### src/flash_cmd_pkg.sv
// package: opcodes, header table layout and timing for the flash command block
package flash_cmd_pkg;
  localparam logic [7:0] reset_arm_cmd        = 8'h66;
  localparam logic [7:0] reset_exec_cmd       = 8'h99;
  localparam logic [7:0] no_operation_cmd     = 8'h00;
  localparam logic [7:0] param_table_read_cmd = 8'h5a;
  localparam int         addr_bytes           = 3;
  localparam int         dummy_bytes          = 1;
  localparam int         header_bytes         = 24;
  localparam logic [7:0] unused_byte          = 8'hff;
  localparam logic [31:0] signature           = 32'h50444653;
  localparam logic [7:0] rev_minor            = 8'h00;
  localparam logic [7:0] rev_major            = 8'h01;
  localparam logic [7:0] header_count         = 8'h01;
  localparam logic [7:0] hdr0_id              = 8'h00;
  localparam logic [7:0] hdr0_len             = 8'h09;
  localparam logic [23:0] hdr0_ptr            = 24'h000030;
  localparam logic [7:0] hdr1_len             = 8'h04;
  localparam logic [23:0] hdr1_ptr            = 24'h000060;
  // arbitrary value, stands in for the vendor code
  localparam logic [7:0] vendor_code_default  = 8'h5e;
  localparam int         recovery_time_ns     = 40;
  localparam int         clock_mhz            = 200;
  localparam int         recovery_cycles      =
    (recovery_time_ns * clock_mhz + 999) / 1000;
  localparam int         busy_op_cycles       = 64;
endpackage

### src/flash_link_if.sv
// interface: serial flash link between host controller and device
`timescale 1ns/1ps
`default_nettype none
interface flash_link_if;
  logic       cs_n;
  logic       sclk;
  logic [3:0] io_host;
  logic [3:0] io_host_oe_n;
  logic [3:0] io_dev;
  logic [3:0] io_dev_oe_n;
  modport host (output cs_n, output sclk, output io_host,
                output io_host_oe_n, input io_dev, input io_dev_oe_n);
  modport device (input cs_n, input sclk, input io_host,
                  input io_host_oe_n, output io_dev, output io_dev_oe_n);
endinterface
`default_nettype wire

### src/flash_cmd_device.sv
// device end: reset arm/execute and parameter header read
// Behaviour
// - completed reset restores standby and defaults
// - execute acts only right after arm
// - any other command cancels arm
// - opcodes taken single-wire or quad
// - single-wire mode ignores upper data lines
// - reset aborts program or erase
// - device busy for recovery after reset
// - read (single-wire mode only): opcode 5Ah plus three address bytes
// - one dummy byte, then bytes from address
// - chip select high ends read cleanly
// - signature, revision and header count bytes
// - first header: id, length, pointer
// - second header: vendor code, length, pointer
// - no-operation cancels arm only
`timescale 1ns/1ps
`default_nettype none
module flash_cmd_device #(
  parameter logic [7:0] vendor_code = flash_cmd_pkg::vendor_code_default,
  parameter int recovery_cycles = flash_cmd_pkg::recovery_cycles
) (
  // clock and reset
  input  wire logic clock,
  input  wire logic reset_n,
  // link
  flash_link_if.device link,
  // device state
  input  wire logic quad_cmd_mode,
  input  wire logic op_start,
  output logic      busy,
  output logic      op_active,
  output logic      op_aborted,
  output logic      reset_done
);
  typedef enum logic [1:0] {st_cmd, st_addr, st_dummy, st_data} phase_t;

  phase_t      phase_q;
  logic        sclk_q;
  logic [2:0]  bit_q;
  logic [7:0]  shift_q;
  logic [1:0]  byte_q;
  logic [23:0] addr_q;
  logic [7:0]  out_q;
  logic        armed_q;
  logic        busy_q;
  logic [15:0] busy_cnt_q;
  logic        op_q;
  logic [7:0]  op_cnt_q;
  logic        abort_q;
  logic        done_q;
  logic [3:0]  io_q;
  logic [3:0]  oe_n_q;

  wire        rise      = link.sclk & ~sclk_q;
  wire        fall      = ~link.sclk & sclk_q;
  wire        sel       = ~link.cs_n;
  wire [2:0]  bit_last  = quad_cmd_mode ? 3'd1 : 3'd7;
  // single-wire uses io0 only; quad packs four lines
  wire [7:0]  shifted   = quad_cmd_mode ?
                          {shift_q[3:0], link.io_host} :
                          {shift_q[6:0], link.io_host[0]};
  wire        byte_done = sel & rise & (bit_q == bit_last);
  wire        cmd_done  = byte_done & (phase_q == st_cmd) & ~busy_q;

  function automatic logic byte_is(input logic [7:0] b,
                                   input logic [7:0] op);
    return b == op;
  endfunction

  wire        is_arm    = byte_is(shifted, flash_cmd_pkg::reset_arm_cmd);
  wire        is_exec   = byte_is(shifted, flash_cmd_pkg::reset_exec_cmd);
  wire        is_read   = byte_is(shifted,
                                  flash_cmd_pkg::param_table_read_cmd);
  wire        do_reset  = cmd_done & is_exec & armed_q;
  wire [7:0]  rom_data;
  wire        first_bit = bit_q == 3'd0;
  wire [7:0]  out_byte  = first_bit ? rom_data : out_q;

  header_rom #(.vendor_code(vendor_code)) rom (
    .addr (addr_q),
    .data (rom_data)
  );

  always_ff @(posedge clock or negedge reset_n) begin
    if (!reset_n) begin
      sclk_q <= 1'b0;
    end else begin
      sclk_q <= link.sclk;
    end
  end

  // command byte framing and read sequencing
  always_ff @(posedge clock or negedge reset_n) begin
    if (!reset_n) begin
      phase_q <= st_cmd;
      bit_q   <= 3'd0;
      shift_q <= 8'h00;
      byte_q  <= 2'd0;
      addr_q  <= 24'h0;
    end else if (!sel || do_reset) begin
      phase_q <= st_cmd;
      bit_q   <= 3'd0;
      shift_q <= 8'h00;
      byte_q  <= 2'd0;
      addr_q  <= 24'h0;
    end else if (rise && phase_q != st_data) begin
      shift_q <= shifted;
      bit_q   <= (bit_q == bit_last) ? 3'd0 : bit_q + 3'd1;
      if (byte_done) begin
        unique case (phase_q)
          st_cmd: begin
            if (cmd_done && is_read && !quad_cmd_mode) begin
              phase_q <= st_addr;
            end
          end
          st_addr: begin
            addr_q <= {addr_q[15:0], shifted};
            if (byte_q == 2'(flash_cmd_pkg::addr_bytes - 1)) begin
              phase_q <= st_dummy;
              byte_q  <= 2'd0;
            end else begin
              byte_q <= byte_q + 2'd1;
            end
          end
          st_dummy: begin
            phase_q <= st_data;
          end
          st_data: phase_q <= phase_q;
        endcase
      end
    end else if (fall && phase_q == st_data && bit_q == 3'd7) begin
      addr_q <= addr_q + 24'd1;
      bit_q  <= 3'd0;
    end else if (fall && phase_q == st_data) begin
      bit_q <= bit_q + 3'd1;
    end
  end

  // serial output on io1, msb first, changed on falling edge
  always_ff @(posedge clock or negedge reset_n) begin
    if (!reset_n) begin
      out_q  <= 8'h00;
      io_q   <= 4'h0;
      oe_n_q <= 4'hf;
    end else if (!sel || phase_q != st_data) begin
      oe_n_q <= 4'hf;
      io_q   <= 4'h0;
      out_q  <= rom_data;
    end else if (fall) begin
      oe_n_q <= 4'b1101;
      io_q   <= {2'b00, out_byte[7], 1'b0};
      out_q  <= {out_byte[6:0], 1'b0};
    end
  end

  // arm state
  always_ff @(posedge clock or negedge reset_n) begin
    if (!reset_n) begin
      armed_q <= 1'b0;
    end else if (cmd_done) begin
      armed_q <= is_arm;
    end
  end

  // program/erase model, reset and recovery
  always_ff @(posedge clock or negedge reset_n) begin
    if (!reset_n) begin
      op_q       <= 1'b0;
      op_cnt_q   <= 8'h00;
      abort_q    <= 1'b0;
      busy_q     <= 1'b0;
      busy_cnt_q <= 16'h0;
      done_q     <= 1'b0;
    end else if (do_reset) begin
      abort_q    <= op_q;
      op_q       <= 1'b0;
      busy_q     <= 1'b1;
      busy_cnt_q <= op_q ? 16'(recovery_cycles * 2) :
                           16'(recovery_cycles);
      done_q     <= 1'b0;
    end else begin
      done_q <= 1'b0;
      if (busy_q) begin
        busy_cnt_q <= busy_cnt_q - 16'd1;
        if (busy_cnt_q == 16'd1) begin
          busy_q <= 1'b0;
          done_q <= 1'b1;
        end
      end else if (op_start && !op_q) begin
        op_q     <= 1'b1;
        op_cnt_q <= 8'(flash_cmd_pkg::busy_op_cycles);
        abort_q  <= 1'b0;
      end else if (op_q) begin
        op_cnt_q <= op_cnt_q - 8'd1;
        if (op_cnt_q == 8'd1) begin
          op_q <= 1'b0;
        end
      end
    end
  end

  assign link.io_dev      = io_q;
  assign link.io_dev_oe_n = oe_n_q;
  assign busy             = busy_q;
  assign op_active        = op_q;
  assign op_aborted       = abort_q;
  assign reset_done       = done_q;
endmodule
`default_nettype wire

### src/header_rom.sv
// header table lookup: byte address to parameter header byte
`timescale 1ns/1ps
`default_nettype none
module header_rom #(
  parameter logic [7:0] vendor_code = flash_cmd_pkg::vendor_code_default
) (
  // lookup
  input  wire logic [23:0] addr,
  output logic      [7:0]  data
);
  always_comb begin
    data = flash_cmd_pkg::unused_byte;
    if (addr[23:5] == 19'h0) begin
      unique case (addr[4:0])
        5'h00: data = flash_cmd_pkg::signature[7:0];
        5'h01: data = flash_cmd_pkg::signature[15:8];
        5'h02: data = flash_cmd_pkg::signature[23:16];
        5'h03: data = flash_cmd_pkg::signature[31:24];
        5'h04: data = flash_cmd_pkg::rev_minor;
        5'h05: data = flash_cmd_pkg::rev_major;
        5'h06: data = flash_cmd_pkg::header_count;
        5'h08: data = flash_cmd_pkg::hdr0_id;
        5'h09: data = flash_cmd_pkg::rev_minor;
        5'h0a: data = flash_cmd_pkg::rev_major;
        5'h0b: data = flash_cmd_pkg::hdr0_len;
        5'h0c: data = flash_cmd_pkg::hdr0_ptr[7:0];
        5'h0d: data = flash_cmd_pkg::hdr0_ptr[15:8];
        5'h0e: data = flash_cmd_pkg::hdr0_ptr[23:16];
        5'h10: data = vendor_code;
        5'h11: data = flash_cmd_pkg::rev_minor;
        5'h12: data = flash_cmd_pkg::rev_major;
        5'h13: data = flash_cmd_pkg::hdr1_len;
        5'h14: data = flash_cmd_pkg::hdr1_ptr[7:0];
        5'h15: data = flash_cmd_pkg::hdr1_ptr[15:8];
        5'h16: data = flash_cmd_pkg::hdr1_ptr[23:16];
        default: data = flash_cmd_pkg::unused_byte;
      endcase
    end
  end
endmodule
`default_nettype wire

### src/flat_wrapper.sv
// flat-port wrapper written by rule: the top's interface ports become plain ports
module flash_cmd_device_flat 
#(
  parameter logic [7:0] vendor_code = flash_cmd_pkg::vendor_code_default,
  parameter int recovery_cycles = flash_cmd_pkg::recovery_cycles
)
  (clock, reset_n, quad_cmd_mode, op_start, busy, op_active, op_aborted, reset_done, link_cs_n, link_sclk, link_io_host, link_io_host_oe_n, link_io_dev, link_io_dev_oe_n);
  flash_link_if link_i ();
  input  wire logic clock;
  input  wire logic reset_n;
  input  wire logic quad_cmd_mode;
  input  wire logic op_start;
  output logic busy;
  output logic op_active;
  output logic op_aborted;
  output logic reset_done;
  input wire logic [$bits(link_i.cs_n)-1:0] link_cs_n;
  input wire logic [$bits(link_i.sclk)-1:0] link_sclk;
  input wire logic [$bits(link_i.io_host)-1:0] link_io_host;
  input wire logic [$bits(link_i.io_host_oe_n)-1:0] link_io_host_oe_n;
  output wire logic [$bits(link_i.io_dev)-1:0] link_io_dev;
  output wire logic [$bits(link_i.io_dev_oe_n)-1:0] link_io_dev_oe_n;
  assign link_i.cs_n = link_cs_n;
  assign link_i.sclk = link_sclk;
  assign link_i.io_host = link_io_host;
  assign link_i.io_host_oe_n = link_io_host_oe_n;
  assign link_io_dev = link_i.io_dev;
  assign link_io_dev_oe_n = link_i.io_dev_oe_n;
  flash_cmd_device #(.vendor_code(vendor_code), .recovery_cycles(recovery_cycles)) u_core (.clock(clock), .reset_n(reset_n), .link(link_i), .quad_cmd_mode(quad_cmd_mode), .op_start(op_start), .busy(busy), .op_active(op_active), .op_aborted(op_aborted), .reset_done(reset_done));
endmodule
### config.mk
export PLATFORM = sky130hd
export DESIGN_NAME = flash_cmd_device_flat
export DESIGN_NICKNAME = d
export VERILOG_FILES = /design/src/flash_cmd_pkg.sv /design/src/flash_link_if.sv /design/src/flash_cmd_device.sv /design/src/header_rom.sv /design/src/flat_wrapper.sv
export SDC_FILE = /design/constraint.sdc
export NUM_CORES = 1
export LEC_CHECK = 0
export ABC_AREA = 1
export BUFFER_PORTS_ARGS = -buffer_cell sky130_fd_sc_hd__clkbuf_2
export CAP_MARGIN = 20
export CORE_ASPECT_RATIO = 1.75
export CORE_UTILIZATION = 30
export CTS_BUF_LIST = sky130_fd_sc_hd__clkbuf_4
export CTS_CLUSTER_DIAMETER = 60
export DETAILED_ROUTE_END_ITERATION = 12
export PLACE_DENSITY = 0.51
export SETUP_SLACK_MARGIN = 0.1
export SYNTH_ARGS = -nofsm -noshare
export SYNTH_HDL_FRONTEND = slang
export SYNTH_HIERARCHICAL = 1
export SYNTH_SLANG_ARGS = --single-unit
### constraint.sdc
create_clock -name clock -period 1.89 [get_ports clock]
set_clock_uncertainty 0.15 [all_clocks]
set_input_delay 0 -clock clock [delete_from_list [all_inputs] [get_ports clock]]
set_output_delay 0 -clock clock [all_outputs]
set_load 0.02 [all_outputs]
# Word level (Yosys, flattened, before mapping)
# Memories as Yosys holds them, arrays and structs flattened.
# Cells that the tools add are included.
# W data, S select, Z words.
[classes]
addsub = 5
mul = 0
div_mod_pow = 0
magnitude_cmp = 0
n_eq_ne = 18
n_shift = 0
n_mux = 52
bitwise_logic = 13
reduce_logical = 27
[ops]
columns = ["operator", "n"]
rows = [
  ["$mux W24", 5],
  ["$mux W8", 7],
  ["$mux W16", 2],
  ["$add A24 B1 Y24 const B", 1],
  ["$mux W2", 10],
  ["$logic_not A19 Y1", 1],
  ["$mux W3", 6],
  ["$eq A16 B1 Y1 const B", 1],
  ["$eq A8 B7 Y1 const B", 2],
  ["$mux W4", 4],
  ["$sub A16 B1 Y16 const B", 1],
  ["$mux W1", 14],
  ["$mux W7", 2],
  ["$reduce_bool A2 Y1", 7],
  ["$reduce_and A3 Y1", 3],
  ["$and A1 B1 Y1", 8],
  ["$eq A8 B1 Y1 const B", 1],
  ["$eq A8 B8 Y1 const B", 1],
  ["$sub A8 B1 Y8 const B", 1],
  ["$eq A2 B2 Y1 const B", 3],
  ["$logic_and A1 B1 Y1", 6],
  ["$ne A3 B1 Y1 const B", 2],
  ["$pmux W2 S3", 1],
  ["$mux W5", 1],
  ["18 further kinds", 25],
]
[totals]
ff_bits = 84
latch_bits = 0
ram_bits = 0
rom_bits = 256
inputBits = 14
out_inout_bits = 12
elab_cells = 132
n_memories = 1
[mem_list]
columns = ["memory", "depth", "width", "rd", "rd_clocked_by_memory_dff", "wr", "line_no", "rtl"]
rows = [
  ["(name not given)", 32, 8, 1, 0, 0, "header_rom.sv:14", "unique case (addr[4:0])"],
]

# Depth between registers and ports, before layout
[depth]
ltp_word = 13
depth_mapped = 14
mapped_depth_nobuf = 12

# Cells and area by module
# The synthesis kept the hierarchy.
[by_module_without_submodules]
columns = ["module", "n_inst", "cells_per_inst", "area_per_inst_um2"]
rows = [
  ["flash_cmd_device", 1, 746, 5201.2],
  ["header_rom", 1, 72, 352.8],
]

# Worst setup path after synthesis
# No wires, ideal clock.
[synth_path]
path_kind = "flip-flop to flip-flop"
startpoint = "reg u_core.busy_q, in the netlist u_core/busy"
endpoint = "reg u_core.addr_q[9]"
setup_time_ns = 0.117
arrival_time_ns = 1.693
slack_ns = -0.070
stages_incl_launch_ff = 13
synth_period_minus_slack_ns = 1.960
cell_sequence = "dfrtp_1 > buf_2 > inv_1 > nand2_1 > inv_1 > nand3_2 > nor2_8 > nor2_8 > nand2_4 > nand2_4 > buf_6 > nand2_2 > o21ai_2"
[synth_via]
elab_chain_cells = 7
elab_cells_between_ends = 10
cone_classes = "eq/ne: 2; mux: 1; bitwise: 4; reduce/logical: 3"
[synth_lines]
columns = ["element", "line_no", "rtl"]
rows = [
  ["start: declaration", "flash_cmd_device.sv:46", "logic busy_q;"],
  ["start signal: assignment", "flash_cmd_device.sv:172", "busy_q <= 1'b0;"],
  ["start signal: assignment", "flash_cmd_device.sv:178", "busy_q <= 1'b1;"],
  ["start signal: assignment", "flash_cmd_device.sv:187", "busy_q <= 1'b0;"],
  ["$not A1 Y1 (no source line) (*)", "--", ""],
  ["$and A1 B1 Y1 (*)", "flash_cmd_device.sv:64", "wire cmd_done = byte_done & (phase_q == st_cmd) & ~busy_q;"],
  ["$and A1 B1 Y1 (*) (2 in series)", "flash_cmd_device.sv:75", "wire do_reset = cmd_done & is_exec & armed_q;"],
  ["$logic_or A1 B1 Y1 (*)", "flash_cmd_device.sv:101", "end else if (!sel || do_reset) begin"],
  ["$ne A3 B1 Y1 (no source line), or another cell as far along", "--", ""],
  ["$reduce_and A3 Y1 (no source line)", "--", ""],
  ["end signal: assignment", "flash_cmd_device.sv:118", "addr_q <= {addr_q[15:0], shifted};"],
  ["end signal: assignment", "flash_cmd_device.sv:133", "addr_q <= addr_q + 24'd1;"],
  ["end: declaration", "flash_cmd_device.sv:43", "logic [23:0] addr_q;"],
]
# Mark *: on every way between the ends. The rest lies on a longest branch, timed or not.
# A chain may end at the register's enable or synchronous reset.

# Worst setup path in the final report
[layout_path]
startpoint = "reg u_core.phase_q[1]"
endpoint = "reg u_core.addr_q[3]"
[layout_via]
elab_chain_cells = 8
elab_cells_between_ends = 18
cone_classes = "eq/ne: 5; mux: 2; bitwise: 4; reduce/logical: 7"
[layout_lines]
columns = ["element", "line_no", "rtl"]
rows = [
  ["start: declaration", "flash_cmd_device.sv:38", "phase_t phase_q;"],
  ["start signal: assignment", "flash_cmd_device.sv:96", "phase_q <= st_cmd;"],
  ["start signal: assignment", "flash_cmd_device.sv:102", "phase_q <= st_cmd;"],
  ["start signal: assignment", "flash_cmd_device.sv:114", "phase_q <= st_addr;"],
  ["$logic_not A2 Y1", "flash_cmd_device.sv:64", ""],
  ["$and A1 B1 Y1 (2 in series)", "flash_cmd_device.sv:64", ""],
  ["$and A1 B1 Y1 (2 in series)", "flash_cmd_device.sv:75", ""],
  ["$logic_or A1 B1 Y1", "flash_cmd_device.sv:101", ""],
  ["$ne A3 B1 Y1 (no source line), or another cell as far along", "--", ""],
  ["$reduce_and A3 Y1 (no source line)", "--", ""],
]
# Several ways; a longest one is shown, not always the timed one.

==> summary.txt <==
Logic synthesis
  • Dominant cells by area after synthesis: dfrtp_1, nand2_1, nor2_1
  • Post-Synth XOR/XNOR Area: 3.15%
  • Post-Synth Simple-Gate Area: 38.9%
  • Post-synthesis adder-cell area fraction: 3.38%
  • Area share of the largest cell type after synthesis: 34.7%
  • Synthesized area per cell: 6.79 µm²
  • Synth async-reset ratio: 100%
  • Cells after synthesis: 818
  • Synth Cell Area: 5550 µm²
  • Synth Warn #: 6
  • Cell variety after synth: 41
  • Post-synth top flop: dfrtp_1
  • Compound-Gate Fraction of Synth Area: 10.8%
  • Proportion of synthesized area in mux cells: 0%
  • Number of synthesized register bits: 78
  • Most area-hungry cell type in the Yosys netlist: dfrtp_1
  • EDFF count, synth: 0
  • Largest family of logic cells by synthesized area: simple AND/OR/NAND/NOR gates
  • Part of the Yosys area used for sequential elements: 35.2%

Worst hold path
  • Min-Delay Startpoint: link_io_host[1]
  • Hold Path Class: input pin to flip-flop
  • Hold worst-path end: u_core/armed_q
  • Worst Hold Path Cells: 8

Critical path
  • Largest stage delay, worst path: 0.44 ns
  • CP max-delay cell: dfrtp_1
  • R2r startpoint: u_core/phase_q[1]
  • R2R Setup Slk: 0.004 ns
  • Top cell family by delay on the critical path: simple AND/OR/NAND/NOR gates
  • Critical Path RT: 2.07 ns
  • Setup CP Type: flip-flop to flip-flop
  • Crit path launch type: flip-flop
  • Data arrival, critical path: 2.07 ns
  • RR Endpoint: u_core/addr_q[3]
  • Critical path endpoint category: flip-flop
  • FF-to-FF path depth: 12
  • Sequence of cells on the critical path: inv_2 -> ha_4 -> nand2_4 -> inv_2 -> nand3_4 -> nor2_8 -> nor2_8 -> nand2_4 -> nand2_8 -> buf_12 -> nand2_1 -> o21ai_2
  • Worst Path Max Fanout: 10
  • Crit path buf inv count: 3

GRT
  • GRT Resource Usage Total: 17.7%
  • First-pass GRT wire length: 26.8 mm
  • Vias in the first global route: 5700
  • Pin count of the biggest net entering global routing: 30
  • Initial antenna violation count: 1
  • Grt ovf: 0

Clock tree
  • TritonCTS clock tree: done
  • TritonCTS Buffers: 9
  • Root Buffer: clkbuf_4
  • Clock Sinks: 78
  • Clock Path Buffers: 2
  • CTS H-tree depth: 3
  • Clk Latency, worst-skew pair: 0.44 ns
  • Reg clk slew, reported paths: 0.13 ns

Detailed routing
  • Via density: 4.67
  • Final WL: 16.2 mm
  • DRT Pass-1 Iters: 4
  • Drt wl/cell: 13.7 µm
  • Vias: 5492
  • ANT nets after route: 0
  • Drt drc: 0
  • Initial detailed-routing violation count: 206

Layout
  • Most frequent cells in the layout: nand2_1, nor2_1, buf_4
  • Post-layout util: 41.0%
  • Register area: 1960 µm²
  • Fillers: 1929
  • Net count, final: 965
  • Most common cell after layout, fill and taps aside: nand2_1
  • Area occupied by multi-input gates: 3600 µm²
  • Cell Count, Final, Fillers Out: 1176
  • Area grow syn2layout: 33.3%
  • Final instance area: 7400 µm²
  • Share of layout cells above drive strength 1: 30.5%

Floorplanning
  • # rows: 65
  • Die height: 182 µm
  • Number of I/O pins: 26
  • Starting Density: 30.8%
  • Core Region: 18100 µm²
  • Die area: 19100 µm²
  • Die width: 105 µm

Timing
  • Top achievable clock speed: 530 MHz
  • Slew @ Worst Pin: 0.625 ns
  • Total Negative Setup Slacks: 0 ns
  • Min Tclk post-route: 1.89 ns
  • Final setup vio count: 0
  • Final period utilization: 99.8%
  • Max-slew violations: 0
  • Slack of the critical path: 0.00408 ns
  • Rel. slew slack: 57.9%
  • Fin. Hold Viols: 0
  • RSZ-0062 raised after global routing: yes

Power
  • Power density cells: 655 nW/µm²
  • IR drop worst, VDD: 0.000315 V
  • Leakage: 3.50 nW

Placement
  • Dpl ws: -0.0996 ns
  • Routability cong.: 0.847
  • Placed cell count: 1129
  • Detailed Place HPWL: 12.3 mm
  • Placed Area: 6500 µm²
  • Port bufs: 15

Status
  • Status: completed

Job
  • Max Cap Viol: 0
[synthesized netlist by cell type, types with 2 or more instances]
cell	number
o21ai_0	33
inv_1	73
ha_1	15
nor2_1	117
buf_6	6
o22ai_1	9
o21ai_1	7
o21ai_2	24
xor2_1	12
clkbuf_1	8
nand3_1	50
nand2_4	2
o311ai_0	7
clkinv_1	2
dfrtp_1	77
or2_2	2
buf_2	5
nand4_1	10
nand3b_1	7
nand3_2	2
nor2_2	3
nor2_8	2
inv_2	3
conb_1	2
nor4_1	2
nand2_1	287
nor3_1	6
a21oi_1	8
nand2_2	11
nor2_4	2
xnor2_1	8
buf_4	7
[state kept, by name (all words and copies together) (netlist names)]
signal / cells
u_core/addr_q: 24
u_core/armed_q: 1
u_core/bit_q: 3
u_core/busy: 1
u_core/busy_cnt_q: 16
u_core/byte_q: 2
u_core/link.io_dev: 1
u_core/link.io_dev_oe_n: 1
u_core/op_aborted: 1
u_core/op_active: 1
u_core/op_cnt_q: 8
u_core/out_q: 8
u_core/phase_q: 2
u_core/reset_done: 1
u_core/sclk_q: 1
u_core/shift_q: 7
[timing repair]
item | in CTS | in global routing
gates resized for setup | 71 | 83
setup endpoints to repair | 58 | 68
hold buffers | 8 | 0
endpoints found under the hold margin | 110 | 0
setup buffers | 14 | 7
gates cloned | 1 | 0
pin swaps | 17 | 28
[worst reg2reg max path: cells and delay by family, from the launching register on]
kind | cells | cell delay [ns]
simple gates | 7 | 0.67
buf+inv | 3 | 0.33
fa+ha+maj | 1 | 0.16
compound gates | 1 | 0.05
flops | 1 | 0.44
[worst max path at each step]
stage	startpoint	end	slack [ns]	cells past startpoint
finish	u_core/phase_q[1]	u_core/addr_q[3]	0.004	12
global route	u_core/shift_q[5]	u_core/addr_q[19]	-0.14	13
CTS	u_core/bit_q[1]	u_core/addr_q[23]	-0.007	11
detailed placement	u_core/phase_q[1]	u_core/byte_q[0]	-0.1	11
global placement	u_core/phase_q[1]	u_core/byte_q[1]	-0.09	11
floorplan	u_core/phase_q[0]	u_core/addr_q[1]	0.11	9
[kinds of logic after synthesis]
family	count (synthesis)
other cells	2
compound gates	92
buf+inv	104
flops	78
simple gates	507
xor+xnor	20
fa+ha+maj	15
[routing by layer]
metal	wire length, µm	GRT usage, %
met2	9200	35.1
met3	196	2.05
met4	733	11.0
met1	6030	16.9
met5	0	0
[where the power goes]
part | internal [mW] | switching [mW]
registers | 1.84 | 0.190
clock network | 0.423 | 0.587
logic | 0.798 | 1.01
total | 3.06 | 1.79
[area by class of cell]
cell class                 instances  share of cell area (%)
clock buffer                      11                    1.12
timing repair buffer             129                    15.1
tap                              234                    3.95
inverter                          78                    4.06
multi-input combinational        640                    48.6
sequential                        78                    26.5
clock inverter                     5                   0.676
antenna                            1                  0.0338
[per-stage QoR]
step / power (mW) / hold WS [ns]
final: 4.85 / 0.0459
after global routing: 5.21 / 0.0738
after CTS: 4.78 / 0.0251
after detailed placement: 3.52 / -0.195
after global placement: 3.52 / -0.189
after floorplan: 2.95 / -0.446
No activity file was read; power rests on OpenSTA's default activity.
